$ cat src/design/lcs_consts.svh
`ifndef LCS_CONSTS_SVH
`define LCS_CONSTS_SVH
// setup block word indices; word 7 is readback only
`define LCS_W_CFG 3'h0
`define LCS_W_GRAD 3'h1
`define LCS_W_LEN 3'h2
`define LCS_W_CNT 3'h3
`define LCS_W_PRESET 3'h4
`define LCS_W_LIM_ON 3'h5
`define LCS_W_LIM_OFF 3'h6
`define LCS_W_OFFSET 3'h7
`define LCS_SETUP_WORDS 7
`define LCS_SETUP_BYTES 28
// factory defaults
`define LCS_DEF_CFG 32'h00000000
`define LCS_DEF_GRAD 32'h00015f90
`define LCS_DEF_LEN 32'h00000010
`define LCS_DEF_CNT 32'h00003e80
`define LCS_DEF_ZERO 32'h00000000
// configuration word fields
`define LCS_CFG_FLT_LATCH 8
`define LCS_CFG_DIR_NEG 9
`define LCS_CFG_VEL_FAST 10
`define LCS_CFG_RISE_EN 11
`define LCS_CFG_FALL_EN 12
`define LCS_CFG_MM 13
`define LCS_CFG_MODE_LO 14
`define LCS_CFG_VALID_MASK 32'h0001ff00
`define LCS_MODE_MAX 3'h3
// acceptance ranges
`define LCS_GRAD_MIN 32'h00013880
`define LCS_GRAD_MAX 32'h0001869f
`define LCS_LEN_IN_MIN 32'h00000002
`define LCS_LEN_IN_MAX 32'h00000320
`define LCS_LEN_MM_MIN 32'h00000032
`define LCS_LEN_MM_MAX 32'h00004f60
`define LCS_CNT_MIN 32'h00000002
`define LCS_CNT_IN_MUL 10'h3e8
`define LCS_CNT_MM_MUL 10'h00a
// rejection codes
`define LCS_ERR_NONE 8'h00
`define LCS_ERR_CFG 8'h01
`define LCS_ERR_GRAD 8'h02
`define LCS_ERR_LEN 8'h03
`define LCS_ERR_CNT 8'h04
`define LCS_ERR_CH2 8'h0a
// status word bits
`define LCS_ST_ACK_PRE 0
`define LCS_ST_ACK_INT 1
`define LCS_ST_VZERO 2
`define LCS_ST_DIR_DN 3
`define LCS_ST_LATCH_IN 4
`define LCS_ST_LIM 5
`define LCS_ST_ILIM 6
`define LCS_ST_FAULT 7
`define LCS_ST_CMD_BAD 14
`define LCS_ST_CRC_BAD 15
// command word bits
`define LCS_CMD_PRESET 0
`define LCS_CMD_INTERP 1
`define LCS_CMD_CLR_FLT 2
// velocity update periods
`define LCS_CLK_KHZ 125000
`define LCS_VEL_SLOW_MS 160
`define LCS_VEL_FAST_MS 60
`endif

$ cat src/design/lcs_pkg.sv
`default_nettype none
package lcs_pkg;
  typedef logic [31:0] lcs_word_t;
  typedef lcs_word_t [6:0] lcs_setup_t;

  // per-channel state
  typedef struct packed {
    lcs_setup_t setup;
    lcs_word_t offset;
    lcs_word_t pos;
    lcs_word_t vel;
    lcs_word_t cap;
    lcs_word_t ipos;
    logic ack_pre;
    logic ack_int;
    logic vzero;
    logic dir_dn;
    logic lim;
    logic ilim;
    logic fault;
    logic cmd_bad;
    logic crc_bad;
    logic [1:0] lat_s;
    logic lat_prev;
    logic [1:0] flt_s;
    logic [2:0] cmd_prev;
    logic int_pend;
    logic int_req;
    logic [31:0] per_cnt;
    logic moved;
  } lcs_chan_t;

  typedef struct packed {
    lcs_chan_t [1:0] ch;
    logic booted;
    logic wr_done;
    logic wr_err;
    logic [7:0] wr_code;
    logic rd_valid;
    lcs_word_t rd_data;
  } lcs_state_t;
endpackage : lcs_pkg
`default_nettype wire

$ cat src/design/lcs_setup_status.sv
`include "lcs_consts.svh"
`default_nettype none
// How it works
// - setup block is seven 32-bit words, taken whole, one copy per channel
// - any bad word drops the whole block, flags error with a reason code
// - gradient accepted 80000..99999, default 90000
// - length 2..800 in or 50..20320 mm; count 2..1000*len or 10*len
// - config bits 7:0 and 31:17 must be zero, read back as zero
// - config bit 8 picks self-clearing or latched faults
// - config bit 9 makes scaled position count negative
// - config bit 10 picks 160ms or 60ms velocity period
// - config bits 11/12 capture position on latch rise/fall
// - config bit 13 picks units, 0 inches 1 mm as written
// - config bits 16:14 pick transducer mode, codes 4..7 rejected
// - accepting a new block zeroes the preset offset; a preset edge in the same cycle wins
// - after reset run from stored setup or factory defaults
// - setup read returns seven stored words plus preset offset
// - image per channel: status, position, velocity, captured, interpolated
// - status 0 echoes preset command, status 1 echoes interp after done
// - status 2 no motion late in period, status 3 falling direction
// - status 4 shows live latch input
// - status 5/6 window test of position and interpolated position
// - status 7 transducer fault, latched until clear command if set
// - status 14 set while command bits 31:3 nonzero
// - status 15 stored parameter checksum failed, defaults used
// - codes 1 config, 2 gradient, 3 length, 4 count, 10 channel two
module lcs_setup_status
  import lcs_pkg::*;
#(
  parameter int unsigned VEL_SLOW_CYC = `LCS_VEL_SLOW_MS * `LCS_CLK_KHZ,
  parameter int unsigned VEL_FAST_CYC = `LCS_VEL_FAST_MS * `LCS_CLK_KHZ
) (
  // clock and reset
  input wire logic clock,
  input wire logic resetn,
  // rack configuration
  input wire logic two_chan,
  // setup write
  input wire logic wr_valid,
  input wire logic wr_chan,
  input wire lcs_setup_t wr_block,
  output logic wr_done,
  output logic wr_err,
  output logic [7:0] wr_code,
  // setup read
  input wire logic rd_req,
  input wire logic rd_chan,
  input wire logic [2:0] rd_idx,
  output logic rd_valid,
  output lcs_word_t rd_data,
  // stored setup from non-volatile memory
  input wire logic [1:0] nv_present,
  input wire logic [1:0] nv_crc_ok,
  input wire lcs_setup_t [1:0] nv_block,
  // host command words
  input wire lcs_word_t [1:0] cmd_word,
  // scaling and velocity arithmetic
  input wire lcs_word_t [1:0] raw_pos,
  input wire lcs_word_t [1:0] raw_vel,
  input wire logic [1:0] interp_done,
  input wire lcs_word_t [1:0] interp_pos,
  output logic [1:0] interp_req,
  output lcs_setup_t [1:0] active_setup,
  // transducer pins
  input wire logic [1:0] latch_pin,
  input wire logic [1:0] fault_pin,
  // input image
  output lcs_word_t [9:0] image
);

  lcs_state_t s_q;
  lcs_state_t s_d;

  // reason code for a received block, zero when good
  function automatic logic [7:0] check_block(input lcs_setup_t b, input logic ch, input logic two);
    logic mm;
    logic [41:0] cmax;
    mm = b[`LCS_W_CFG][`LCS_CFG_MM];
    cmax = mm ? 42'(b[`LCS_W_LEN]) * 42'(`LCS_CNT_MM_MUL) : 42'(b[`LCS_W_LEN]) * 42'(`LCS_CNT_IN_MUL);
    if (ch && !two) begin
      check_block = `LCS_ERR_CH2;
    end else if ((b[`LCS_W_CFG] & ~`LCS_CFG_VALID_MASK) != 32'h00000000 ||
                 b[`LCS_W_CFG][16:14] > `LCS_MODE_MAX) begin
      check_block = `LCS_ERR_CFG;
    end else if (b[`LCS_W_GRAD] < `LCS_GRAD_MIN || b[`LCS_W_GRAD] > `LCS_GRAD_MAX) begin
      check_block = `LCS_ERR_GRAD;
    end else if (mm ? (b[`LCS_W_LEN] < `LCS_LEN_MM_MIN || b[`LCS_W_LEN] > `LCS_LEN_MM_MAX)
                    : (b[`LCS_W_LEN] < `LCS_LEN_IN_MIN || b[`LCS_W_LEN] > `LCS_LEN_IN_MAX)) begin
      check_block = `LCS_ERR_LEN;
    end else if (b[`LCS_W_CNT] < `LCS_CNT_MIN || 42'(b[`LCS_W_CNT]) > cmax) begin
      check_block = `LCS_ERR_CNT;
    end else begin
      check_block = `LCS_ERR_NONE;
    end
  endfunction : check_block

  // signed window, inclusive at both setpoints
  function automatic logic in_window(input lcs_word_t x, input lcs_word_t on, input lcs_word_t off);
    in_window = $signed(on) <= $signed(x) && $signed(x) <= $signed(off);
  endfunction : in_window

  // next state
  always_comb begin
    logic [7:0] code;
    lcs_word_t base;
    lcs_word_t pos_n;
    logic [31:0] per_len;
    logic [31:0] late_start;
    logic lat;
    logic flt;
    logic [2:0] cmd;
    logic [2:0] cmd_rise;
    logic cfl;
    code = `LCS_ERR_NONE;
    base = 32'h00000000;
    pos_n = 32'h00000000;
    per_len = 32'h00000000;
    late_start = 32'h00000000;
    lat = 1'b0;
    flt = 1'b0;
    cmd = 3'h0;
    cmd_rise = 3'h0;
    cfl = 1'b0;
    s_d = s_q;
    s_d.wr_done = 1'b0;
    s_d.rd_valid = 1'b0;
    s_d.booted = 1'b1;

    // setup write, answered next cycle
    if (wr_valid) begin
      code = check_block(wr_block, wr_chan, two_chan);
      s_d.wr_done = 1'b1;
      s_d.wr_err = code != `LCS_ERR_NONE;
      s_d.wr_code = code;
    end

    for (int c = 0; c < 2; c++) begin
      // stored setup replaces defaults once after reset
      if (!s_q.booted) begin
        if (nv_present[c] && nv_crc_ok[c]) begin
          s_d.ch[c].setup = nv_block[c];
        end
        s_d.ch[c].crc_bad = nv_present[c] && !nv_crc_ok[c];
      end

      // whole block or nothing
      if (wr_valid && wr_chan == 1'(c) && code == `LCS_ERR_NONE) begin
        s_d.ch[c].setup = wr_block;
        s_d.ch[c].offset = 32'h00000000;
      end

      // pin inputs pass two flops first
      s_d.ch[c].lat_s = {s_q.ch[c].lat_s[0], latch_pin[c]};
      s_d.ch[c].flt_s = {s_q.ch[c].flt_s[0], fault_pin[c]};
      lat = s_q.ch[c].lat_s[1];
      flt = s_q.ch[c].flt_s[1];
      s_d.ch[c].lat_prev = lat;

      cmd = cmd_word[c][2:0];
      cmd_rise = cmd & ~s_q.ch[c].cmd_prev;
      s_d.ch[c].cmd_prev = cmd;
      s_d.ch[c].cmd_bad = cmd_word[c][31:3] != 29'h00000000;

      // direction applied before the preset offset
      base = s_q.ch[c].setup[`LCS_W_CFG][`LCS_CFG_DIR_NEG] ? 32'(-raw_pos[c]) : raw_pos[c];
      if (cmd_rise[`LCS_CMD_PRESET]) begin
        s_d.ch[c].offset = 32'(s_q.ch[c].setup[`LCS_W_PRESET] - base);
      end
      pos_n = 32'(base + s_d.ch[c].offset);
      s_d.ch[c].pos = pos_n;
      s_d.ch[c].vel = raw_vel[c];
      s_d.ch[c].ack_pre = cmd[`LCS_CMD_PRESET];

      // direction holds when the position stands still
      if ($signed(pos_n) < $signed(s_q.ch[c].pos)) begin
        s_d.ch[c].dir_dn = 1'b1;
      end else if ($signed(pos_n) > $signed(s_q.ch[c].pos)) begin
        s_d.ch[c].dir_dn = 1'b0;
      end
      s_d.ch[c].lim = in_window(pos_n, s_q.ch[c].setup[`LCS_W_LIM_ON], s_q.ch[c].setup[`LCS_W_LIM_OFF]);

      // velocity period; motion watched over its last quarter
      per_len = s_q.ch[c].setup[`LCS_W_CFG][`LCS_CFG_VEL_FAST] ? VEL_FAST_CYC : VEL_SLOW_CYC;
      late_start = per_len - (per_len >> 2);
      if (s_q.ch[c].per_cnt >= per_len - 32'h00000001) begin
        s_d.ch[c].per_cnt = 32'h00000000;
        s_d.ch[c].vzero = !s_q.ch[c].moved;
        s_d.ch[c].moved = 1'b0;
      end else begin
        s_d.ch[c].per_cnt = s_q.ch[c].per_cnt + 32'h00000001;
        if (s_q.ch[c].per_cnt >= late_start && pos_n != s_q.ch[c].pos) begin
          s_d.ch[c].moved = 1'b1;
        end
      end

      // edge capture from the synchronised latch input
      if ((s_q.ch[c].setup[`LCS_W_CFG][`LCS_CFG_RISE_EN] && lat && !s_q.ch[c].lat_prev) ||
          (s_q.ch[c].setup[`LCS_W_CFG][`LCS_CFG_FALL_EN] && !lat && s_q.ch[c].lat_prev)) begin
        s_d.ch[c].cap = pos_n;
      end

      // interpolation: toggle starts it, done finishes it
      s_d.ch[c].int_req = 1'b0;
      if (cmd[`LCS_CMD_INTERP] != s_q.ch[c].cmd_prev[`LCS_CMD_INTERP]) begin
        s_d.ch[c].int_req = 1'b1;
        s_d.ch[c].int_pend = 1'b1;
      end else if (s_q.ch[c].int_pend && interp_done[c]) begin
        s_d.ch[c].int_pend = 1'b0;
        s_d.ch[c].ipos = interp_pos[c];
        s_d.ch[c].ack_int = cmd[`LCS_CMD_INTERP];
        s_d.ch[c].ilim = in_window(interp_pos[c], s_q.ch[c].setup[`LCS_W_LIM_ON],
                                   s_q.ch[c].setup[`LCS_W_LIM_OFF]);
      end

      // fault: a new fault beats the clear in the same cycle
      cfl = cmd_rise[`LCS_CMD_CLR_FLT];
      if (s_q.ch[c].setup[`LCS_W_CFG][`LCS_CFG_FLT_LATCH]) begin
        s_d.ch[c].fault = (s_q.ch[c].fault && !cfl) || flt;
      end else begin
        s_d.ch[c].fault = flt;
      end
    end

    // setup readback; word 7 is the preset offset
    if (rd_req) begin
      s_d.rd_valid = 1'b1;
      if (rd_idx == `LCS_W_OFFSET) begin
        s_d.rd_data = s_q.ch[rd_chan].offset;
      end else if (rd_idx == `LCS_W_CFG) begin
        s_d.rd_data = s_q.ch[rd_chan].setup[0] & `LCS_CFG_VALID_MASK;
      end else begin
        s_d.rd_data = s_q.ch[rd_chan].setup[rd_idx];
      end
    end
  end

  // registers; defaults stand until stored setup is checked
  always_ff @(posedge clock or negedge resetn) begin
    if (!resetn) begin
      s_q <= '0;
      for (int c = 0; c < 2; c++) begin
        s_q.ch[c].setup[0] <= `LCS_DEF_CFG;
        s_q.ch[c].setup[1] <= `LCS_DEF_GRAD;
        s_q.ch[c].setup[2] <= `LCS_DEF_LEN;
        s_q.ch[c].setup[3] <= `LCS_DEF_CNT;
        s_q.ch[c].setup[4] <= `LCS_DEF_ZERO;
        s_q.ch[c].setup[5] <= `LCS_DEF_ZERO;
        s_q.ch[c].setup[6] <= `LCS_DEF_ZERO;
      end
    end else begin
      s_q <= s_d;
    end
  end

  // outputs are flop fields; reserved status bits tied low
  assign wr_done = s_q.wr_done;
  assign wr_err = s_q.wr_err;
  assign wr_code = s_q.wr_code;
  assign rd_valid = s_q.rd_valid;
  assign rd_data = s_q.rd_data;

  for (genvar c = 0; c < 2; c++) begin : g_img
    assign interp_req[c] = s_q.ch[c].int_req;
    assign active_setup[c] = s_q.ch[c].setup;
    assign image[5*c] = {16'h0000, s_q.ch[c].crc_bad, s_q.ch[c].cmd_bad, 6'h00,
                         s_q.ch[c].fault, s_q.ch[c].ilim, s_q.ch[c].lim, s_q.ch[c].lat_s[1],
                         s_q.ch[c].dir_dn, s_q.ch[c].vzero, s_q.ch[c].ack_int, s_q.ch[c].ack_pre};
    assign image[5*c+1] = s_q.ch[c].pos;
    assign image[5*c+2] = s_q.ch[c].vel;
    assign image[5*c+3] = s_q.ch[c].cap;
    assign image[5*c+4] = s_q.ch[c].ipos;
  end

endmodule : lcs_setup_status
`default_nettype wire

$ cat config.mk
export PLATFORM = sky130hd
export DESIGN_NAME = lcs_setup_status
export DESIGN_NICKNAME = d
export VERILOG_FILES = /design/src/design/lcs_pkg.sv /design/src/design/lcs_setup_status.sv
export VERILOG_INCLUDE_DIRS = /design/src /design/src/design
export SDC_FILE = /design/constraint.sdc
export NUM_CORES = 2
export LEC_CHECK = 0
export ABC_AREA = 0
export BUFFER_PORTS_ARGS = -buffer_cell sky130_fd_sc_hd__buf_2
export CORE_AREA = 2 2 682 684
export DETAILED_ROUTE_END_ITERATION = 7
export DIE_AREA = 0 0 684 686
export GPL_ROUTABILITY_DRIVEN = 0
export SLEW_MARGIN = 20
export SYNTH_ARGS = -nofsm -noshare
export SYNTH_HDL_FRONTEND = slang
export SYNTH_SLANG_ARGS = --single-unit
$ cat constraint.sdc
create_clock -name clock -period 7.34 [get_ports clock]
set_clock_uncertainty 0.15 [all_clocks]
set_input_delay 0.734 -clock clock [delete_from_list [all_inputs] [get_ports clock]]
set_output_delay 0.734 -clock clock [all_outputs]
set_load 0.01 [all_outputs]
==> results.toml <==
[run_status]
status = "complete, but fails checks"
failed_checks = "design-rule violations, negative setup slack"

[setup_path]
crit_path_start = "wr_block[67]"
path_common_cell = "a21oi_2"
startpoint_type = "input pin"
worstReg2RegStart = "active_setup[233]"
worst-setup-path-type = "in2reg"
reg2regPathDepth = 36
worst-endpoint-arrival_ns = 11.63
setup.worst_path.end_class = "flop"
critical-path-max-stage-delay_ns = 0.57
cp_slowest_cell = "fa_1"
worst-endpoint-required_ns = 7.97
crit_path_max_fanout = 5

[floorplan]
fp-row-count = 250
die_area_sq_um = 469000
start_util = 0.155
die_y_microns = 686
ios = 1761
design.core.area_sq_um = 462000
die_width_microns = 684

[clock_tree]
buffer_levels_on_the_longest_clock_path = 4
h_tree_lvl_count = 4
cts.root.buffer_cell = "clkbuf_16"
tritoncts = "yes"
cts.clk_slew.worst_paths_ns = 0.07
clk-insertion-delay-late_ns = 0.91
cts_num_sinks = 910
cts_inserted_buffers = 137

[global_route]
overflow = 0
grt_pass1_wl_mm = 759
number_of_global_route_vias_before_repair = 71700
globalRouteTotalUtil = 0.250
largest_net_degree_at_the_start_of_global_routing = 126
antenna_found_initial = 442

[finish]
final_common_cell = "buf_2"
filler_cell_count = 50500
layout.nets = 12300
seqCellArea_sq_um = 22800
multiInputGateArea_sq_um = 41700
most-common-layout-cells = "buf_2, buf_4, dfrtp_1"
area_growth_pct = 47.3
post_route_cells_drive_above_1_share = 0.363

[power_and_ir_drop]
power_per_cell_area_nw_per_um2 = 411
ir_drop_mv = 0.263
power.static_leakage_uw = 0.0516

[sta]
slew_viol_final = 0
relSlewSlack = 0.239
period_share = 1.50
timing.fmax_mhz = 90.9
setup_ws_ns = -3.67
setup_viol_count_final = 475
setup_tns_ns = -330.83
timing.final.hold_violations = 0
min_period_ns = 11.01
rsz0062_at_grt = "true"
worst-slew-pin-transition_ns = 1.11

[synth]
post_synthesis_cells = 7814
synthesis.area_sq_um = 71600
postSynth.asyncResetShare = 1.00
ys_warn_count = 0
synth-seq-cells = 910
yosysSeqAreaShare = 0.319
avgSynthCellArea_sq_um = 9.16
synth_cell_type_count = 93
post_synth_edffs = 0
postSynth.topFlopCell = "dfrtp_1"

[worst_hold_path]
hold_path_depth = 2
hold_start = "interp_pos[52]"
hold_path.class = "in2reg"

[drt]
totalWireLength_mm = 612
detail_route.first_pass.iterations = 8
via_count = 74800
wl_per_cell_microns = 35.7
drt-initial-drc-count = 6565
via_per_inst = 4.37
detail-route-antenna-nets = 0
drc = 1

[placement]
dpl_worst_slack_ns = -4.93
io_buffer_count = 1712
dpl.hpwl_mm = 528

[run]
maxCapViolations = 0
## cell usage after synthesis (101+ instances only)
library cell    n  share of area
mux2i_1       443          0.062
inv_1         599          0.031
o21ai_0       293          0.020
xnor2_1       169          0.021
nand4_1       101         0.0088
xor2_1        120          0.015
a21oi_1       762          0.053
fa_1          122          0.034
dfrtp_1       878           0.31
buf_4         833          0.087
nand2_1       498          0.026
a21o_1        157          0.016
ha_1          679           0.12
nor2_1        629          0.033
clkbuf_1      179         0.0094
nand3_1       137         0.0096
## metrics by stage
stage | instance area [sq um] | instances | utilization | total power [uW] | hold WS [ns]
6_report | 106000 | 17100 | 0.228 | 43300 | 0.0658
4_1_cts | 104000 | 16800 | 0.224 | 42000 | 0.000520
3_3_place_gp | 91600 | 15900 | 0.198 | 32600 | 0.183
3_5_place_dp | 91600 | 15900 | 0.198 | 32900 | 0.186
5_1_grt | 105000 | 17000 | 0.228 | 45600 | 0.0420
2_1_floorplan | 72800 | 7873 | - | 20400 | 0.181
## registers in the layout, indices dropped and copies added (netlist names), 2 cells and up
name          flops
s_q             143
interp_req        2
rd_data          32
s_d               4
image           274
active_setup    448
wr_code           4
## worst paths after layout
kind / to / slack, ns
min in group asynchronous: active_setup[175] / 0.11
setup reg to reg: image[165] / -0.59
hold reg to reg: s_q[519] / 0.21
hold / removal: image[308] / 0.07
setup / recovery: image[5] / -3.67
max in group asynchronous: active_setup[66] / 4.80
## worst max-delay path: cells and delay by family
family / cells / cell delay (ns)
xor gates and xnor gates: 2 / 0.39
AOI/OAI and AO/OA: 26 / 4.51
and+or+nand+nor: 11 / 1.88
muxes: 1 / 0.14
adders and majority gates: 9 / 3.43
buffers and inverters: 5 / 0.52
## per-layer routing
metal,track usage,wire [microns],vias to the layer above
met3,0.0786,52100,1630
met5,0,547,-
met4,0.205,61600,84
met1,0.262,215000,36500
li1,-,-,32300
met2,0.413,282000,4309
## kinds of logic after synthesis
kind of cell / after synthesis / synth area share
AND/OR/NAND/NOR: 1787 / 0.115
AO/OA/AOI/OAI: 1714 / 0.146
buffers and inverters: 1704 / 0.136
flip-flops: 910 / 0.319
adder cells (fa/ha/maj): 810 / 0.154
multiplexers: 596 / 0.0951
XOR/XNOR: 291 / 0.0359
other: 2 / 0.000105
## timing repair
action | CTS | global route
cloned | 2 | 1
setup buffers | 68 | 71
endpoints found under the setup margin | 495 | 589
hold buffers | 590 | 0
pin swaps | 85 | 139
gates resized for setup | 162 | 245
endpoints found under the hold margin | 694 | 0
## layout make-up
type	instances	share of cell area
well taps	6174	0.0732
diodes	253	0.00600
flip-flops and latches	910	0.216
clock inverters	66	0.00766
multi-input cells	5259	0.395
inverters	601	0.0218
repair buffers	3676	0.243
clock buffers	180	0.0368
## power breakdown
group	internal [uW]	total, uW	switching, uW
registers	6220	8110	1890
clock network	4200	7230	3030
logic	12800	28000	15200
Note: power is estimated with default switching activity, not from simulation.
